--- config.mk ---
export PLATFORM = sky130hd
export DESIGN_NAME = tcr_readout
export DESIGN_NICKNAME = d
export VERILOG_FILES = /design/src/design/tcr_pkg.sv /design/src/design/tcr_fifo.sv /design/src/design/tcr_readout.sv
export SDC_FILE = /design/constraint.sdc
export NUM_CORES = 1
export LEC_CHECK = 0
export ABC_AREA = 1
export BUFFER_PORTS_ARGS = -buffer_cell sky130_fd_sc_hd__buf_2
export CAP_MARGIN = 20
export CELL_PAD_IN_SITES_DETAIL_PLACEMENT = 0
export CELL_PAD_IN_SITES_GLOBAL_PLACEMENT = 1
export CORE_MARGIN = 2
export CORE_UTILIZATION = 35
export DETAILED_ROUTE_END_ITERATION = 8
export PLACE_DENSITY_LB_ADDON = 0.12
export SLEW_MARGIN = 25
export SYNTH_ARGS = -nofsm -noshare
export SYNTH_HDL_FRONTEND = slang
export SYNTH_SLANG_ARGS = --single-unit
--- constraint.sdc ---
create_clock -name clock_in -period 8.3 [get_ports clock_in]
set_input_delay 0.83 -clock clock_in [delete_from_list [all_inputs] [get_ports clock_in]]
set_output_delay 0.83 -clock clock_in [all_outputs]
set_load 0.005 [all_outputs]
--- src/design/tcr_pkg.sv ---
// Purpose: shared constants for the thermocouple serial readout
// Assumes: 250 MHz system clock
// Notes: frame layout, conversion timing, sample buffer shape
package tcr_pkg;
    // ---------------------------------------------------------------
    // frame layout
    // ---------------------------------------------------------------
    localparam int FRAME_W = 32;
    localparam int TC_W = 14;
    localparam int CJ_W = 12;
    localparam int TC_MSB = 31;
    localparam int TC_LSB = 18;
    localparam int CJ_MSB = 15;
    localparam int CJ_LSB = 4;
    localparam int RES_BIT = 3;
    localparam int SUPPLY_BIT = 2;
    localparam int GROUND_BIT = 1;
    localparam int OPEN_BIT = 0;
    localparam int SAMPLE_W = TC_W + CJ_W + 3;
    localparam logic [FRAME_W-1:0] FRAME_RST = 32'h0000_0000;
    // ---------------------------------------------------------------
    // timing and buffering
    // ---------------------------------------------------------------
    localparam int CLK_MHZ = 250;
    localparam int CONV_TIME_MS = 100;
    localparam int CONV_CYCLES = CONV_TIME_MS * 1000 * CLK_MHZ;
    localparam int FIFO_DEPTH = 8;

    typedef enum logic [1:0] {
        TCR_IDLE  = 2'b01,
        TCR_SHIFT = 2'b10
    } tcr_state_e;

    // sample word {tc, cj, supply, ground, open} into the serial frame
    function automatic logic [FRAME_W-1:0] tcr_pack(input logic [SAMPLE_W-1:0] s);
        logic [FRAME_W-1:0] f;
        f = FRAME_RST;
        f[TC_MSB:TC_LSB] = s[SAMPLE_W-1 -: TC_W];
        f[CJ_MSB:CJ_LSB] = s[SAMPLE_W-1-TC_W -: CJ_W];
        f[RES_BIT] = 1'b0;
        f[SUPPLY_BIT] = s[2];
        f[GROUND_BIT] = s[1];
        f[OPEN_BIT] = s[0];
        return f;
    endfunction : tcr_pack
endpackage : tcr_pkg

--- src/design/tcr_fifo.sv ---
// Purpose: small flip-flop fifo for conversion samples
// Assumes: single clock, asynchronous active-high reset
// Notes: in_ready_out and out_valid_out are registered
module tcr_fifo
    import tcr_pkg::*;
#(
    parameter int WIDTH = SAMPLE_W,
    parameter int DEPTH = FIFO_DEPTH
) (
    // clock and reset
    input wire logic clock_in,
    input wire logic sys_rst_in,
    // fill side
    input wire logic in_valid_in,
    input wire logic [WIDTH-1:0] in_data_in,
    output logic in_ready_out,
    // drain side
    output logic out_valid_out,
    output logic [WIDTH-1:0] out_data_out,
    input wire logic out_ready_in
);
    localparam int AW = $clog2(DEPTH);
    localparam int CW = $clog2(DEPTH + 1);
    localparam logic [CW-1:0] FULL = CW'(DEPTH);

    logic [WIDTH-1:0] mem_q [DEPTH];
    logic [AW-1:0] wr_q, wr_d, rd_q, rd_d;
    logic [CW-1:0] cnt_q, cnt_d;
    logic push, pop;

    always_comb begin
        push = in_valid_in && (cnt_q != FULL);
        pop = out_ready_in && (cnt_q != '0);
        wr_d = push ? ((wr_q == AW'(DEPTH - 1)) ? '0 : wr_q + 1'b1) : wr_q;
        rd_d = pop ? ((rd_q == AW'(DEPTH - 1)) ? '0 : rd_q + 1'b1) : rd_q;
        cnt_d = cnt_q + CW'(push) - CW'(pop);
    end

    always_ff @(posedge clock_in or posedge sys_rst_in) begin
        if (sys_rst_in) begin
            wr_q <= '0;
            rd_q <= '0;
            cnt_q <= '0;
            in_ready_out <= 1'b0;
            out_valid_out <= 1'b0;
        end else begin
            wr_q <= wr_d;
            rd_q <= rd_d;
            cnt_q <= cnt_d;
            in_ready_out <= (cnt_d != FULL);
            out_valid_out <= (cnt_d != '0);
        end
    end

    // storage has no reset; empty flag guards it
    genvar gi;
    generate
        for (gi = 0; gi < DEPTH; gi++) begin : g_slot
            always_ff @(posedge clock_in) begin
                if (push && wr_q == AW'(gi)) begin
                    mem_q[gi] <= in_data_in;
                end
            end
        end
    endgenerate

    assign out_data_out = mem_q[rd_q];
endmodule : tcr_fifo

--- src/design/tcr_readout.sv ---
// Purpose: device-side serial readout of thermocouple conversion results
// Assumes: select and serial clock are pins, sampled by clock_in
// Notes: serial clock must stay well below a quarter of clock_in
// What this block does
// - the sign bit appears on the data line when select falls, for the host's next rising edge.
// - each next bit, most significant first, is shifted out on every falling serial clock edge.
// - results are refreshed only while select is high.
// - bits 31 to 18 carry the thermocouple temperature, sign first, 0.25 degree steps.
// - bits 15 to 4 carry the internal temperature, sign first, 0.0625 degree steps.
// - both temperatures are two's complement and pass unchanged into the frame.
// - bit 2 flags short to supply, bit 1 short to ground, bit 0 open circuit; bit 3 reads zero.
// - a new conversion result is accepted at most once per 100 ms.
module tcr_readout
    import tcr_pkg::*;
#(
    parameter int CONV_CNT = CONV_CYCLES
) (
    // clock and reset
    input wire logic clock_in,
    input wire logic sys_rst_in,
    // serial link pins
    input wire logic sel_n_in,
    input wire logic sclk_in,
    output logic miso_out,
    output logic miso_oe_out,
    // conversion samples
    input wire logic sample_valid_in,
    input wire logic [TC_W-1:0] sample_tc_in,
    input wire logic [CJ_W-1:0] sample_cj_in,
    input wire logic short_to_supply_flag_in,
    input wire logic short_to_ground_flag_in,
    input wire logic open_circuit_flag_in,
    output logic sample_ready_out,
    // status
    output logic result_valid_out
);
    localparam int TW = $clog2(CONV_CNT + 1);

    // ---------------------------------------------------------------
    // pin synchronisers
    // ---------------------------------------------------------------
    logic sel_s1_q, sel_s2_q, sel_s3_q;
    logic sck_s1_q, sck_s2_q, sck_s3_q;
    logic sel_fall, sel_rise, sck_fall;

    always_ff @(posedge clock_in or posedge sys_rst_in) begin
        if (sys_rst_in) begin
            sel_s1_q <= 1'b1;
            sel_s2_q <= 1'b1;
            sel_s3_q <= 1'b1;
            sck_s1_q <= 1'b0;
            sck_s2_q <= 1'b0;
            sck_s3_q <= 1'b0;
        end else begin
            sel_s1_q <= sel_n_in;
            sel_s2_q <= sel_s1_q;
            sel_s3_q <= sel_s2_q;
            sck_s1_q <= sclk_in;
            sck_s2_q <= sck_s1_q;
            sck_s3_q <= sck_s2_q;
        end
    end

    assign sel_fall = !sel_s2_q && sel_s3_q;
    assign sel_rise = sel_s2_q && !sel_s3_q;
    assign sck_fall = !sck_s2_q && sck_s3_q;

    // ---------------------------------------------------------------
    // sample buffer and conversion pacing
    // ---------------------------------------------------------------
    logic fifo_valid, take;
    logic [SAMPLE_W-1:0] fifo_data;
    logic [SAMPLE_W-1:0] result_q, result_d;
    logic [TW-1:0] conv_q, conv_d;
    logic have_q, have_d;

    tcr_fifo #(
        .WIDTH(SAMPLE_W),
        .DEPTH(FIFO_DEPTH)
    ) u_fifo (
        .clock_in(clock_in),
        .sys_rst_in(sys_rst_in),
        .in_valid_in(sample_valid_in),
        .in_data_in({sample_tc_in, sample_cj_in, short_to_supply_flag_in,
                     short_to_ground_flag_in, open_circuit_flag_in}),
        .in_ready_out(sample_ready_out),
        .out_valid_out(fifo_valid),
        .out_data_out(fifo_data),
        .out_ready_in(take)
    );

    // a slow drain is the back-pressure: samples wait until pacing allows
    always_comb begin
        take = fifo_valid && sel_s2_q && sel_s3_q && (conv_q == '0);
        result_d = take ? fifo_data : result_q;
        have_d = have_q || take;
        conv_d = take ? TW'(CONV_CNT - 1) : ((conv_q != '0) ? conv_q - 1'b1 : conv_q);
    end

    always_ff @(posedge clock_in or posedge sys_rst_in) begin
        if (sys_rst_in) begin
            result_q <= '0;
            have_q <= 1'b0;
            conv_q <= '0;
            result_valid_out <= 1'b0;
        end else begin
            result_q <= result_d;
            have_q <= have_d;
            conv_q <= conv_d;
            result_valid_out <= have_d;
        end
    end

    // ---------------------------------------------------------------
    // frame shifter
    // ---------------------------------------------------------------
    tcr_state_e state_q, state_d;
    logic [FRAME_W-1:0] shift_q, shift_d;
    logic oe_d;

    always_comb begin
        state_d = state_q;
        shift_d = shift_q;
        oe_d = miso_oe_out;
        unique case (state_q)
            TCR_IDLE: begin
                if (sel_fall) begin
                    shift_d = tcr_pack(result_q);
                    oe_d = 1'b1;
                    state_d = TCR_SHIFT;
                end
            end
            TCR_SHIFT: begin
                if (sel_s2_q) begin
                    oe_d = 1'b0;
                    state_d = TCR_IDLE;
                end else if (sck_fall) begin
                    shift_d = {shift_q[FRAME_W-2:0], 1'b0};
                end
            end
            default: begin
                state_d = TCR_IDLE;
                oe_d = 1'b0;
            end
        endcase
    end

    always_ff @(posedge clock_in or posedge sys_rst_in) begin
        if (sys_rst_in) begin
            state_q <= TCR_IDLE;
            shift_q <= FRAME_RST;
            miso_oe_out <= 1'b0;
        end else begin
            state_q <= state_d;
            shift_q <= shift_d;
            miso_oe_out <= oe_d;
        end
    end

    // msb of the shifter is the line; bits past 32 read zero
    assign miso_out = shift_q[FRAME_W-1];

    // ---------------------------------------------------------------
    // checks
    // ---------------------------------------------------------------
    first_bit_a: assert property (
        @(posedge clock_in) disable iff (sys_rst_in)
        (state_q == TCR_IDLE && sel_fall) |=>
            miso_oe_out && miso_out == $past(result_q[SAMPLE_W-1]))
        else $error("sign bit not presented at select fall");

    msb_shift_a: assert property (
        @(posedge clock_in) disable iff (sys_rst_in)
        (state_q == TCR_SHIFT && !sel_s2_q && sck_fall) |=>
            shift_q == {$past(shift_q[FRAME_W-2:0]), 1'b0})
        else $error("frame did not shift on falling serial clock");

    line_release_a: assert property (
        @(posedge clock_in) disable iff (sys_rst_in)
        (state_q == TCR_SHIFT && sel_s2_q) |=> !miso_oe_out ##1 !miso_oe_out || sel_fall)
        else $error("data line still driven after select high");

    refresh_hold_a: assert property (
        @(posedge clock_in) disable iff (sys_rst_in)
        (!sel_s2_q && !sel_s3_q) |=> $stable(result_q))
        else $error("result changed while selected");

    tc_field_a: assert property (
        @(posedge clock_in) disable iff (sys_rst_in)
        (state_q == TCR_IDLE && sel_fall) |=>
            shift_q[TC_MSB:TC_LSB] == $past(result_q[SAMPLE_W-1 -: TC_W]))
        else $error("thermocouple field wrong in frame");

    cj_field_a: assert property (
        @(posedge clock_in) disable iff (sys_rst_in)
        (state_q == TCR_IDLE && sel_fall) |=>
            shift_q[CJ_MSB:CJ_LSB] == $past(result_q[SAMPLE_W-1-TC_W -: CJ_W]))
        else $error("internal temperature field wrong in frame");

    fault_bits_a: assert property (
        @(posedge clock_in) disable iff (sys_rst_in)
        (state_q == TCR_IDLE && sel_fall) |=>
            shift_q[RES_BIT:OPEN_BIT] == {1'b0, $past(result_q[2:0])})
        else $error("fault bits wrong in frame");

    conv_pace_a: assert property (
        @(posedge clock_in) disable iff (sys_rst_in)
        take |=> conv_q == TW'(CONV_CNT - 1) && !take)
        else $error("conversion pacing not restarted");

    frame_hold_a: assert property (
        @(posedge clock_in) disable iff (sys_rst_in)
        (state_q == TCR_SHIFT && !sel_s2_q && !sck_fall) |=> $stable(shift_q))
        else $error("frame changed during read without clock edge");

    // line only driven between a select fall and the matching rise
    oe_idle_a: assert property (
        @(posedge clock_in) disable iff (sys_rst_in)
        (state_q == TCR_IDLE && !sel_fall) |=> !miso_oe_out)
        else $error("data line driven outside a read");

    pace_block_a: assert property (
        @(posedge clock_in) disable iff (sys_rst_in)
        (conv_q != '0) |-> !take)
        else $error("sample taken before pacing ran out");
endmodule : tcr_readout

## Word level (Yosys, flattened, before mapping)

Memory sizes are Yosys's and may differ from the RTL's. A register that Yosys moved wholly into a read port is not among the register bits.
Index checks and enable logic that the tools add are counted.

| word-level totals | value |
|---|---|
| logic and storage cells | 123 |
| output and inout bits | 4 |
| memories | 1 |
| RAM bits | 232 |
| flip-flop bits (word level) | 79 |

Memories:

| memory | words | width | rd ports | clocked after memory_dff | wr ports | RTL line | text |
|---|---|---|---|---|---|---|---|
| u_fifo.mem_q | 8 | 29 | 1 | 1 | 1 | tcr_fifo.sv:26 | `logic [WIDTH-1:0] mem_q [DEPTH];` |

| operators by class | value |
|---|---|
| equality and inequality tests | 16 |
| $add $sub $neg | 5 |
| mux-type cells | 51 |
| reductions and logical operators | 34 |

Operator list:

| cell | number |
|---|---|
| 2-to-1 mux 29 bit | 7 |
| OR reduction 29 bit | 7 |
| 2-to-1 mux 32 bit | 3 |
| case mux 32 bit (2 select lines) | 1 |
| 2-to-1 mux 25 bit | 2 |
| 2-to-1 mux 3 bit | 9 |
| logical NOT 25 bit | 1 |
| 2-to-1 mux 1 bit | 25 |
| nonzero test 25 bit | 1 |
| subtractor 25 x 1 -> 25 bit (second input constant) | 1 |
| == test 3 bit (second input constant) | 5 |
| logical AND 1 bit | 15 |
| inequality test 2 bit (second input constant) | 4 |
| inequality test 4 bit (second input constant) | 2 |
| nonzero test 4 bit | 2 |
| adder 3 x 1 -> 3 bit (second input constant) | 2 |
| == test 3 x 2 -> 1 bit (second input constant) | 2 |
| adder 4 x 1 -> 4 bit | 1 |
| 2-to-1 mux 2 bit | 2 |
| case mux 2 bit (2 select lines) | 1 |
| AND reduction 4 bit | 1 |
| nonzero test 2 bit | 2 |
| subtractor 4 x 1 -> 4 bit | 1 |
| == test 3 x 1 -> 1 bit (second input constant) | 1 |
| 7 further kinds | 8 |

## Longest topological paths before layout

Gate-level depths: netlist of the first run.

| logic depth | value |
|---|---|
| depth after elaboration | 13 |
| mapped depth | 16 |
| mapped depth without buffers | 16 |

## Hierarchy

From an unflattened synthesis of the first run, not the netlist that was laid out.

| unflattened totals | value |
|---|---|
| cells, all modules | 1680 |
| area total of the unflattened synthesis | 15458.6 µm² |

Modules (own cells, without submodules):

| module | area each (µm²) | sequential area each (µm²) | instances | cells each |
|---|---|---|---|---|
| tcr_fifo | 10849.2 | 7267.0 | 1 | 1091 |
| tcr_readout | 4609.4 | 2382.3 | 1 | 589 |

## Worst setup path after synthesis of the first run

Ideal clock, no wire load.

| timing path | value |
|---|---|
| path type | input-to-reg |
| from | input sample_valid_in |
| to | memory u_fifo.mem_q[0][0] in the netlist's numbering, enable pin |
| data arrival time | 3371 ps |
| setup slack | 4477 ps |
| buffers on the path | 1 |
| stages on the path | 4 |
| setup time | 451 ps |
| path through | and2_1 > clkbuf_1 > clkinv_1 > nor3_1 |

| between the ends | value |
|---|---|
| cells in the longest elaborated chain, start to end | 12 |
| elaborated cells between the ends (all ways) | 46 |
| classes of those cells | mux (30); reduce/logical (16) |

RTL lines:

| element | RTL line | text |
|---|---|---|
| start, declared | tcr_readout.sv:27 | `input wire logic sample_valid_in,` |
| logical AND 1 bit * | tcr_fifo.sv:32 | `push = in_valid_in && (cnt_q != FULL);` |
| via u_fifo.push | tcr_fifo.sv:29 | `logic push, pop;` |
| logical AND 1 bit | tcr_fifo.sv:60 | `if (push && wr_q == AW'(gi)) begin` |
| 2-to-1 mux 1 bit | tcr_fifo.sv:60 |  |
| 2-to-1 mux 1 bit (implied by the code) | tcr_fifo.sv:61 | `mem_q[gi] <= in_data_in;` |
| OR reduction 29 bit (no source line) | -- |  |
| 2-to-1 mux 3 bit (no source line) / 2-to-1 mux 1 bit (equally long branches) (7 in series) | -- |  |
| end, declared | tcr_fifo.sv:26 |  |

The timed path passes the listed nets; every way through them passes the cells marked *.

## Worst setup path after layout of the first run

| timing path | value |
|---|---|
| from | register conv_q[0] |
| to | register u_fifo.in_ready_out |

| between the ends | value |
|---|---|
| cells in the longest elaborated chain, start to end | 5 |

RTL lines:

| element | RTL line | text |
|---|---|---|
| start, declared | tcr_readout.sv:74 | `logic [TW-1:0] conv_q, conv_d;` |
| start signal, assigned | tcr_readout.sv:109 | `conv_q <= conv_d;` |
| logical NOT 25 bit | tcr_readout.sv:94 | `take = fifo_valid && sel_s2_q && sel_s3_q && (conv_q == '0);` |
| logical AND 1 bit | tcr_readout.sv:94 |  |
| logical AND 1 bit | tcr_fifo.sv:33 | `pop = out_ready_in && (cnt_q != '0);` |
| via u_fifo.pop | tcr_fifo.sv:29 |  |
| subtractor 4 x 1 -> 4 bit | tcr_fifo.sv:36 | `cnt_d = cnt_q + CW'(push) - CW'(pop);` |
| via u_fifo.cnt_d[2] | tcr_fifo.sv:28 | `logic [CW-1:0] cnt_q, cnt_d;` |
| inequality test 4 bit | tcr_fifo.sv:50 | `in_ready_out <= (cnt_d != FULL);` |
| end signal, assigned | tcr_fifo.sv:50 |  |
| end, declared | tcr_fifo.sv:16 | `output logic in_ready_out,` |

The timed path passes the listed nets, and every way through them passes these cells.
A chain may end at the register's enable or synchronous reset.

==> results of run 1 <==
==> area by class of cell <==
class                   instances  area [um2]
well taps                     539       674.4
clock buffers                  56        1154
clock inverters                17       133.9
flip-flops and latches        339        9657
inverters                     203       764.5
fillers                      4053       25050
repair buffers                 54       336.6
multi-input cells             754        3988
==> per-layer routing <==
layer / GRT usage / up-vias
met5: 0 / -
met1: 0.2206 / 4427
met2: 0.2606 / 116
met4: 0.04926 / 2
met3: 0.02735 / 42
li1: - / 4645
==> state kept, by name, summed over array words and instances, names as in the netlist <==
signal / cells
conv_q: 25
sck_s3_q: 1
sel_s3_q: 1
sck_s2_q: 1
u_fifo.rd_q: 3
have_q: 1
u_fifo.cnt_q: 4
state_q: 2
result_q: 29
sck_s1_q: 1
u_fifo.mem_q: 232
u_fifo.out_valid_out: 1
u_fifo.wr_q: 3
u_fifo.in_ready_out: 1
sel_s2_q: 1
shift_q: 32
sel_s1_q: 1
==> cell families after synthesis <==
kind of cell             after synthesis
flip-flops                           339
AO/OA/AOI/OAI                        273
XOR/XNOR                               8
AND/OR/NAND/NOR                      456
adder cells (fa/ha/maj)               17
buffers and inverters                270
==> synth_stat cells (14+ instances only) <==
library cell	instances	share of area
a21oi_1	63	0.021
buf_2	32	0.011
clkbuf_1	19	0.0048
dfrtp_1	103	0.18
edfxtp_1	232	0.47
ha_1	16	0.014
inv_1	199	0.051
nand2_1	238	0.061
nand2_2	14	0.0060
nand3_1	94	0.032
nor2_1	62	0.016
nor2_2	17	0.0072
o211ai_1	58	0.030
o21ai_0	116	0.039
o21ai_2	29	0.017
==> path summary, 6_finish.rpt <==
| check | startpoint | end | slack [ns] | depth (start not counted) |
|---|---|---|---|---|
| setup / recovery | conv_q[0]$_DFFE_PP0P_ | u_fifo.in_ready_out$_DFF_PP0_ | 5.49 | 15 |
| min in group clock_in | sck_s1_q$_DFF_PP0_ | sck_s2_q$_DFF_PP0_ | 0.37 | 0 |
| hold reg to reg | sck_s1_q$_DFF_PP0_ | sck_s2_q$_DFF_PP0_ | 0.37 | 0 |
| max in group asynchronous | sys_rst_in | conv_q[20]$_DFFE_PP0P_ | 6.94 | 3 |
| hold / removal | sys_rst_in | conv_q[23]$_DFFE_PP0P_ | 0.30 | 2 |
| setup reg to reg | conv_q[0]$_DFFE_PP0P_ | u_fifo.in_ready_out$_DFF_PP0_ | 5.49 | 15 |
==> through the flow <==
stage                     utilization  worst slack [ns]  instance area (um2)  instances  hold WS, ns
final                          0.4001             5.490                16710       1962       0.3031
after global routing           0.4001             5.263                16710       1962       0.3365
after CTS                      0.4000             5.463                16700       1962       0.3008
after detailed placement       0.3692             5.472                15420       1889       0.3478
after global placement         0.3685             5.278                15390       1888       0.3507
after floorplan                     -             4.477                14720       1363       0.3312
==> worst max-delay path, delay by kind of cell (launching register included) <==
family / cells / cell delay (ns)
and+or+nand+nor: 6 / 0.83
DFF: 1 / 0.42
adders and majority gates: 4 / 0.90
xor gates and xnor gates: 1 / 0.18
buffers and inverters: 4 / 0.33
==> power by group through the flow <==
stage	logic, uW	clock network, uW	registers (uW)
after floorplan	477	0	2180
after global placement	706	0	2200
after detailed placement	711	0	2200
after CTS	714	1760	2170
after global routing	803	1830	2190
final	694	1710	2170
==> flow_metrics.tcl, run 1 <==
set metrics [dict create \
    dr.pass1.iters 6 \
    die_x_um 209.1 \
    viasPerCell 4.705 \
    gp_congestion 0.7897 \
    die_area_mm2 0.04370 \
    min_path_type "input port to async pin" \
    ant_nets 0 \
    cp_slowest_cell "dfrtp_1" \
    endpoint_kind "flip-flop" \
    crit_fanout 5 \
    ys_seq_area_frac 0.6557 \
    vias 9232 \
    synth-seq-cells 339 \
    dp_hpwl_mm 19.28 \
    cpPeakStageDelay_ns 0.42 \
    grt_util_all_layers 0.1605 \
    powerDensity_mw_per_mm2 273.4 \
    fin_crit_sh 0.3386 \
    outcome "finished clean" \
    wl_met2_mm 15.69 \
    die_height_um 209.1 \
    synthesis.area_mm2 0.01472 \
    drt_iter0_drc 525 \
    cts-root-buf "clkbuf_16" \
    async_flop_share 0.3156 \
    synthSimpleGateAreaFrac 0.1373 \
    cts_setup_buffers 0 \
    synth-compound-area-share 0.1109 \
    drv_cap 0 \
    syn_avg_cell_area_um2 10.80 \
    arrival_ns 3.23 \
    io_buffers 37 \
    drive_above_1_share 0.1391 \
    clkPwrFrac 0.374 \
    synthCells 1363 \
    antenna_found_initial 1 \
    grt_max_degree 86 \
    fin_skew_ns 0.01238 \
    core.rowCount 75 \
    synthXorXnorAreaFrac 0.004761 \
    required_ns 8.72 \
    layout_commonest_cell "nand2_1" \
    route.detailed.drc 0 \
    synth_edf_count 232 \
    synth_fp_nets 1414 \
    combPwrFrac 0.152 \
    grt_pass1_vias 9072 \
    rsz0062_at_grt "false" \
    criticalPathCategory "flip-flop to flip-flop" \
    m1WireLength_mm 16.07 \
    cts_hold_buf 0 \
    fin_crit_ns 2.810 \
    leakagePower_uw 0.006575 \
    initial_core_util 0.3524 \
    synth_fa_ha_area_frac 0.01496 \
    power.total_uw 4567 \
    start_kind "flip-flop" \
    tightestPinTransition_ns 0.9747 \
    clk_latency_ns 0.55 \
    setup-violations-final 0 \
    clk_pin_slew_ns 0.06 \
    internal_power_uw 3297 \
    pwr-share-seq 0.475 \
    routedWlPerCell_um 17.15 \
    slew_headroom 0.3502 \
    cts_tree "built" \
    tns_ns 0 \
    maxSlewViolCount 0 \
    hold_violations 0 \
    cts_resized 0 \
    areaGrowthSynthToFinish_pct 13.53 \
    cts_buffers 40 \
    clock.fmax_mhz 355.9 \
    htreeDepth 2 \
    antennaDiodeCount 0 \
    cts_sinks 339 \
    crit_chain "inv_1 > ha_1 > inv_1 > nor2_1 > nand3_1 > nor2_4 > nand3_1 > inv_1 > ha_1 > inv_1 > ha_1 > fa_1 > xor2_1 > nor3_1 > nand2_1" \
    swShare 0.2782 \
    synth.distinct_cells 35 \
    grt_first_pass_wirelength_mm 53.54 \
    ios 38 \
    synth_mux_area_frac 0 \
    p_switching_uw 1271 \
    ys_warn_count 0 \
    drt_wl_total_mm 33.65 \
    topRoutingLayerUsed "met5" \
    layout_common_cells "nand2_1 (238), edfxtp_1 (232), inv_1 (197)" \
    cp_common_cell "inv_1" \
    ctsLongestPathBuffers 3 \
    overflow 0 \
    core_mm2 0.04176 \
    layout.nets 1443 \
    synth_top_family_by_area "simple AND/OR/NAND/NOR gates" \
    synthFlopType "edfxtp_1" \
    vdd_drop_max_mv 0.1230 \
    wl_met3_mm 1.244 \
]
Note: power is estimated with default switching activity, not from simulation.
==> run 2, diff against run 1 <==
==> constraint.sdc (replaced) <==
create_clock -name clock_in -period 2.7 [get_ports clock_in]
set_input_delay 0.27 -clock clock_in [delete_from_list [all_inputs] [get_ports clock_in]]
set_output_delay 0.27 -clock clock_in [all_outputs]
set_load 0.005 [all_outputs]
==> run 2 against run 1 <==
  * Via count up 1.6%
  * Clock power rose to 3.0 times the previous value
  * Sequential share of layout area down 2.3 points
  * Hold slack worse by 0.10 ns
  * Register-to-register slack worse by 5.3 ns
  * Die area unchanged
  * Final cell count up 2.8%
  * Total power rose to 3.1 times the previous value
  * Critical path depth down 2
  * Wire length down 0.52%
  * Count of clock-buffer cells in the layout up 4
  * Sequential cell count unchanged
  * Largest cell class unchanged
  * Highest routed layer is now met4
==> flow_metrics.tcl, run 2 (synthesis results as in run 1) <==
set metrics [dict create \
    grt_pass1_vias 9285 \
    viasPerCell 4.652 \
    vdd_drop_max_mv 0.3758 \
    clk_pin_slew_ns 0.06 \
    die_x_um 209.1 \
    grt_max_degree 61 \
    clock.fmax_mhz 394.2 \
    cts_sinks 339 \
    whs_path_depth 3 \
    min_path_type "input port to flip-flop" \
    gp_congestion 0.7910 \
    pwr-share-seq 0.467 \
    core.rowCount 75 \
    die_height_um 209.1 \
    n_fill_cell 4002 \
    powerDensity_mw_per_mm2 817.9 \
    drt_iter0_drc 455 \
    cts_buffers 40 \
    combPwrFrac 0.167 \
    tns_ns 0 \
    grt_first_pass_wirelength_mm 52.97 \
    hold_violations 0 \
    maxSlewViolCount 0 \
    critical_path_buf_inv_count 2 \
    vias 9379 \
    hold_path_end "u_fifo.wr_q[1]$_DFFE_PP0P_" \
    worst_path_dominant_cell_family "simple AND/OR/NAND/NOR gates" \
    swShare 0.2800 \
    htreeDepth 2 \
    arrival_ns 2.96 \
    grt_util_all_layers 0.1578 \
    crit_fanout 4 \
    endpoint_kind "flip-flop" \
    clk_latency_ns 0.54 \
    seq_area_mm2 0.009657 \
    drt_wl_total_mm 33.47 \
    busiest_layer "met2" \
    top_regs "u_fifo.mem_q: 232 flops, shift_q: 32 flops, result_q: 29 flops" \
    antenna_found_initial 1 \
    cts_tree "built" \
    fin_skew_ns 0.01238 \
    dp_hpwl_mm 19.30 \
    initial_core_util 0.3524 \
    outcome "finished clean" \
    cpPeakStageDelay_ns 0.46 \
    criticalPathCategory "flip-flop to flip-flop" \
    power.total_uw 14240 \
    cts-root-buf "clkbuf_16" \
    met1_usage 0.2141 \
    crit_chain "nor2_2 > nand2_2 > nor2_4 > nand2_4 > nor2_4 > nand3_2 > inv_1 > ha_1 > inv_1 > ha_2 > fa_1 > nor3_2 > nand2_1" \
    required_ns 3.13 \
    setup-violations-final 0 \
    tightestPinTransition_ns 0.6434 \
    multi_input_area_mm2 0.004040 \
    grt_util_met2 0.2571 \
    drive_above_1_share 0.1538 \
    routedWlPerCell_um 16.60 \
    start_kind "flip-flop" \
    worstHoldStart "sample_valid_in" \
    r2r_cells 13 \
    fin_crit_ns 2.537 \
    drv_cap 0 \
    slew_headroom 0.5705 \
    layout_commonest_cell "nand2_1" \
    r2r_start "conv_q[10]$_DFFE_PP0P_" \
    core_mm2 0.04176 \
    largest_reg_flops 232 \
    largest-register "u_fifo.mem_q" \
    p_switching_uw 3986 \
    internal_power_uw 10250 \
    ctsLongestPathBuffers 3 \
    reg2reg_slack_ns 0.16 \
    dr.pass1.iters 5 \
    grt.met3_usage 0.02480 \
    overflow 0 \
    io_buffers 37 \
    leakagePower_uw 0.006871 \
    clkPwrFrac 0.366 \
    cp_slowest_cell "fa_1" \
    areaGrowthSynthToFinish_pct 18.29 \
    fin_crit_sh 0.9395 \
    route.detailed.drc 0 \
    ios 38 \
    layout_common_cells "nand2_1 (237), edfxtp_1 (232), inv_1 (198)" \
    ant_nets 0 \
    layout.nets 1496 \
    die_area_mm2 0.04370 \
    rr_endpoint "u_fifo.out_valid_out$_DFF_PP0_" \
]
run 2: changes by cell type in the layout (fill, tap and decap cells not counted), sizes merged:
| cell | change |
|---|---|
| clkinvlp | +2 |
| clkinv | -6 |
| buf | +21 |
| clkbuf | +4 |
| dlygate4sd3 | +32 |
| diode | +1 |
run 2: stage by stage:
stage,area [um2],hold WS [ns],instances,setup WS [ns],util
floorplan,14750,0.2745,1363,-0.1975,-
global placement,15780,0.3486,1908,0.09239,0.3778
detailed placement,15780,0.3437,1908,0.07254,0.3778
CTS,17380,0.1791,2013,0.05359,0.4161
global route,17410,0.2315,2016,-0.001714,0.4169
finish,17410,0.2001,2016,0.1632,0.4169
run 2: worst register-to-register path, delay by kind of cell, from the launching register on:
kind,cells,cell delay (ns)
adder cells (fa/ha/maj),3,0.87
buffers and inverters,2,0.12
flip-flops,1,0.41
AND/OR/NAND/NOR,8,1.02
run 2: how the worst max path moves through the flow:
stage,endpoint,depth (start not counted),startpoint
finish,u_fifo.out_valid_out$_DFF_PP0_,13,conv_q[10]$_DFFE_PP0P_
global route,u_fifo.in_ready_out$_DFF_PP0_,13,conv_q[10]$_DFFE_PP0P_
CTS,u_fifo.out_valid_out$_DFF_PP0_,15,conv_q[1]$_DFFE_PP0P_
detailed placement,u_fifo.out_valid_out$_DFF_PP0_,15,conv_q[1]$_DFFE_PP0P_
global placement,u_fifo.out_valid_out$_DFF_PP0_,14,conv_q[1]$_DFFE_PP0P_
floorplan,u_fifo.mem_q[3][0]$_DFFE_PP_,7,u_fifo.cnt_q[2]$_DFF_PP0_
run 2: power by group through the flow:
stage                     logic, uW  clock network [uW]  registers, uW
after global placement         2370                   0           6740
after global routing           2700                5600           6720
after floorplan                1490                   0           6690
after CTS                      2420                5400           6660
after detailed placement       2370                   0           6750
final                          2380                5210           6650
run 2: cell type report:
| cell class | count | area share |
|---|---|---|
| inverter | 203 | 0.04399 |
| sequential | 339 | 0.5547 |
| antenna | 1 | 0.0001438 |
| clock inverter | 13 | 0.007547 |
| timing repair buffer | 107 | 0.05693 |
| clock buffer | 60 | 0.06584 |
| tap | 539 | 0.03874 |
| multi-input combinational | 754 | 0.2321 |
run 2: repair_timing:
item,4_1_cts,5_1_grt
buffers inserted,0,2
setup endpoints to repair,0,2
hold buffers,32,0
gates resized for setup,0,4
endpoints found under the hold margin,254,0
run 2: per-layer routing:
layer / share of wire / vias to the layer above
li1: - / 4753
met1: 0.47 / 4455
met2: 0.47 / 122
met3: 0.032 / 49
met4: 0.025 / 0
met5: 0 / -
==> run 3, diff against run 2 <==
--- a/config.mk
+++ b/config.mk
@@ -12,6 +12,7 @@
 export CELL_PAD_IN_SITES_GLOBAL_PLACEMENT = 1
 export CORE_MARGIN = 2
 export CORE_UTILIZATION = 35
+export CTS_BUF_LIST = sky130_fd_sc_hd__clkbuf_4
 export DETAILED_ROUTE_END_ITERATION = 8
 export PLACE_DENSITY_LB_ADDON = 0.12
 export SLEW_MARGIN = 25
==> constraint.sdc (replaced) <==
create_clock -name clock_in -period 3.1 [get_ports clock_in]
set_input_delay 0.31 -clock clock_in [delete_from_list [all_inputs] [get_ports clock_in]]
set_output_delay 0.31 -clock clock_in [all_outputs]
set_load 0.005 [all_outputs]
==> run 3 against run 2 <==
  * Maximum frequency decreased by 9.4%
  * Die area unchanged
  * Global-route usage increased by 0.27 points
  * First-iteration DRC count decreased by 0.88%
  * Non-clock buffer count decreased by 12
  * Hold slack got worse by 0.012 ns
  * Count of clock-buffer cells in the layout increased by 101
  * Critical path type unchanged
==> flow_metrics.tcl, run 3 (synthesis results as in run 1) <==
set metrics [dict create \
    overflow 0 \
    vias 9721 \
    dp_cells 1897 \
    clock.fmax_mhz 357.2 \
    fin_skew_ns 0.02742 \
    powerDensity_mw_per_mm2 699.0 \
    criticalPathCategory "flip-flop to flip-flop" \
    grt_pass1_vias 9542 \
    drive_above_1_share 0.2028 \
    viasPerCell 4.616 \
    grt_max_degree 77 \
    setup-violations-final 0 \
    min_path_type "input port to flip-flop" \
    cts-root-buf "clkbuf_4" \
    fin_util 0.4122 \
    layout_commonest_cell "nand2_1" \
    cts_sinks 339 \
    slew_headroom 0.4391 \
    dr.pass1.iters 5 \
    endpoint_kind "flip-flop" \
    tns_ns 0 \
    die_x_um 209.1 \
    maxSlewViolCount 0 \
    rsz0062_at_grt "false" \
    layout.nets 1537 \
    clk_pin_slew_ns 0.06 \
    ios 38 \
    vdd_drop_max_mv 0.3396 \
    whs_ns 0.1879 \
    required_ns 3.75 \
    seq_area_mm2 0.009657 \
    multi_input_area_mm2 0.003988 \
    start_kind "flip-flop" \
    layout_common_cells "nand2_1 (238), edfxtp_1 (232), inv_1 (197)" \
    htreeDepth 3 \
    power.total_uw 12030 \
    leakagePower_uw 0.006929 \
    largest-register "u_fifo.mem_q" \
    fin_crit_ns 2.799 \
    drt_iter0_drc 451 \
    largest_reg_flops 232 \
    arrival_ns 3.45 \
    cts_tree "built" \
    grt_first_pass_wirelength_mm 53.19 \
    io_buffers 37 \
    core_mm2 0.04176 \
    n_fill_cell 4039 \
    cts_buffers 93 \
    gp_congestion 0.8235 \
    outcome "finished clean" \
    drv_cap 0 \
    die_height_um 209.1 \
    fin_crit_sh 0.9031 \
    dp_hpwl_mm 19.51 \
    areaGrowthSynthToFinish_pct 16.97 \
    route.detailed.drc 0 \
    core.rowCount 75 \
    die_area_mm2 0.04370 \
    routedWlPerCell_um 16.09 \
    ctsLongestPathBuffers 3 \
    antenna_found_initial 2 \
    crit_fanout 5 \
    ant_nets 0 \
    drt_wl_total_mm 33.89 \
    finalNonFillerCells 2106 \
    top_regs "u_fifo.mem_q: 232 flops, shift_q: 32 flops, result_q: 29 flops" \
    hold_violations 0 \
    clk_latency_ns 0.79 \
    grt_util_all_layers 0.1604 \
    tightestPinTransition_ns 0.8401 \
    initial_core_util 0.3524 \
]
-- run 3: cell count changes in the layout (fill, tap and decap cells not counted), moves of 3 or more --
cell and change:
nor3_2 +5, diode_2 +3, clkbuf_16 -40, clkinv_1 +6
buf_12 -7, buf_4 -6, clkbuf_8 -7, clkbuf_1 -13
nor3_4 -6, clkinv_2 -6, clkbuf_4 +161
-- run 3: report_power, final --
part	switching, uW	leakage, uW	internal (uW)
Sequential	267	0.00349	5530
Clock	1840	0.000788	2480
Combinational	1320	0.00265	599
Total	3430	0.00693	8600
-- run 3: per-stage QoR --
stage / instance area (um2) / setup slack [ns]
global placement: 15570 / 0.2952
floorplan: 14720 / -0.5014
global route: 17210 / 0.06654
detailed placement: 15570 / 0.2474
CTS: 17200 / 0.2214
finish: 17210 / 0.3005
-- run 3: what timing repair did --
item                       in CTS  in global routing
hold buffers                   33                  0
setup buffers                   0                  0
gates resized for setup         0                  1
setup endpoints to repair       0                  1
hold endpoints to repair      263                  0
-- run 3: layout make-up --
cell class / instances / share of cell area
antenna: 4 / 0.0005815
tap: 539 / 0.03918
clock inverter: 11 / 0.005524
inverter: 203 / 0.04448
multi-input combinational: 754 / 0.2316
timing repair buffer: 95 / 0.04739
clock buffer: 161 / 0.07021
sequential: 339 / 0.5610
-- run 3: final timing paths --
check | start | endpoint | slack [ns] | cells past startpoint
setup / recovery | conv_q[0]$_DFFE_PP0P_ | u_fifo.in_ready_out$_DFF_PP0_ | 0.30 | 15
hold / removal | sel_n_in | sel_s1_q$_DFF_PP1_ | 0.19 | 2
setup reg to reg | conv_q[0]$_DFFE_PP0P_ | u_fifo.in_ready_out$_DFF_PP0_ | 0.30 | 15
hold reg to reg | sck_s1_q$_DFF_PP0_ | sck_s2_q$_DFF_PP0_ | 0.36 | 0
max in group asynchronous | sys_rst_in | sel_s1_q$_DFF_PP1_ | 2.01 | 4
min in group asynchronous | sys_rst_in | shift_q[25]$_DFFE_PP0P_ | 0.22 | 3
-- run 3: layer usage --
metal	vias up	share of wire	global-route usage
li1	4901	-	-
met1	4581	0.47	0.2089
met2	178	0.46	0.2609
met3	61	0.044	0.03922
met4	0	0.020	0.05788
met5	-	0	0
-- run 3: worst max-delay path: stages (launching register included) --
cell     delay (ns)
dfrtp_1        0.43
inv_2          0.11
ha_1           0.15
inv_1          0.05
nor2_1         0.07
nand3_1        0.14
nor2_4         0.19
nand3_1        0.14
inv_1          0.10
ha_1           0.14
inv_1          0.04
ha_1           0.22
fa_1           0.41
xor2_1         0.18
nor3_1         0.21
nand2_1        0.10
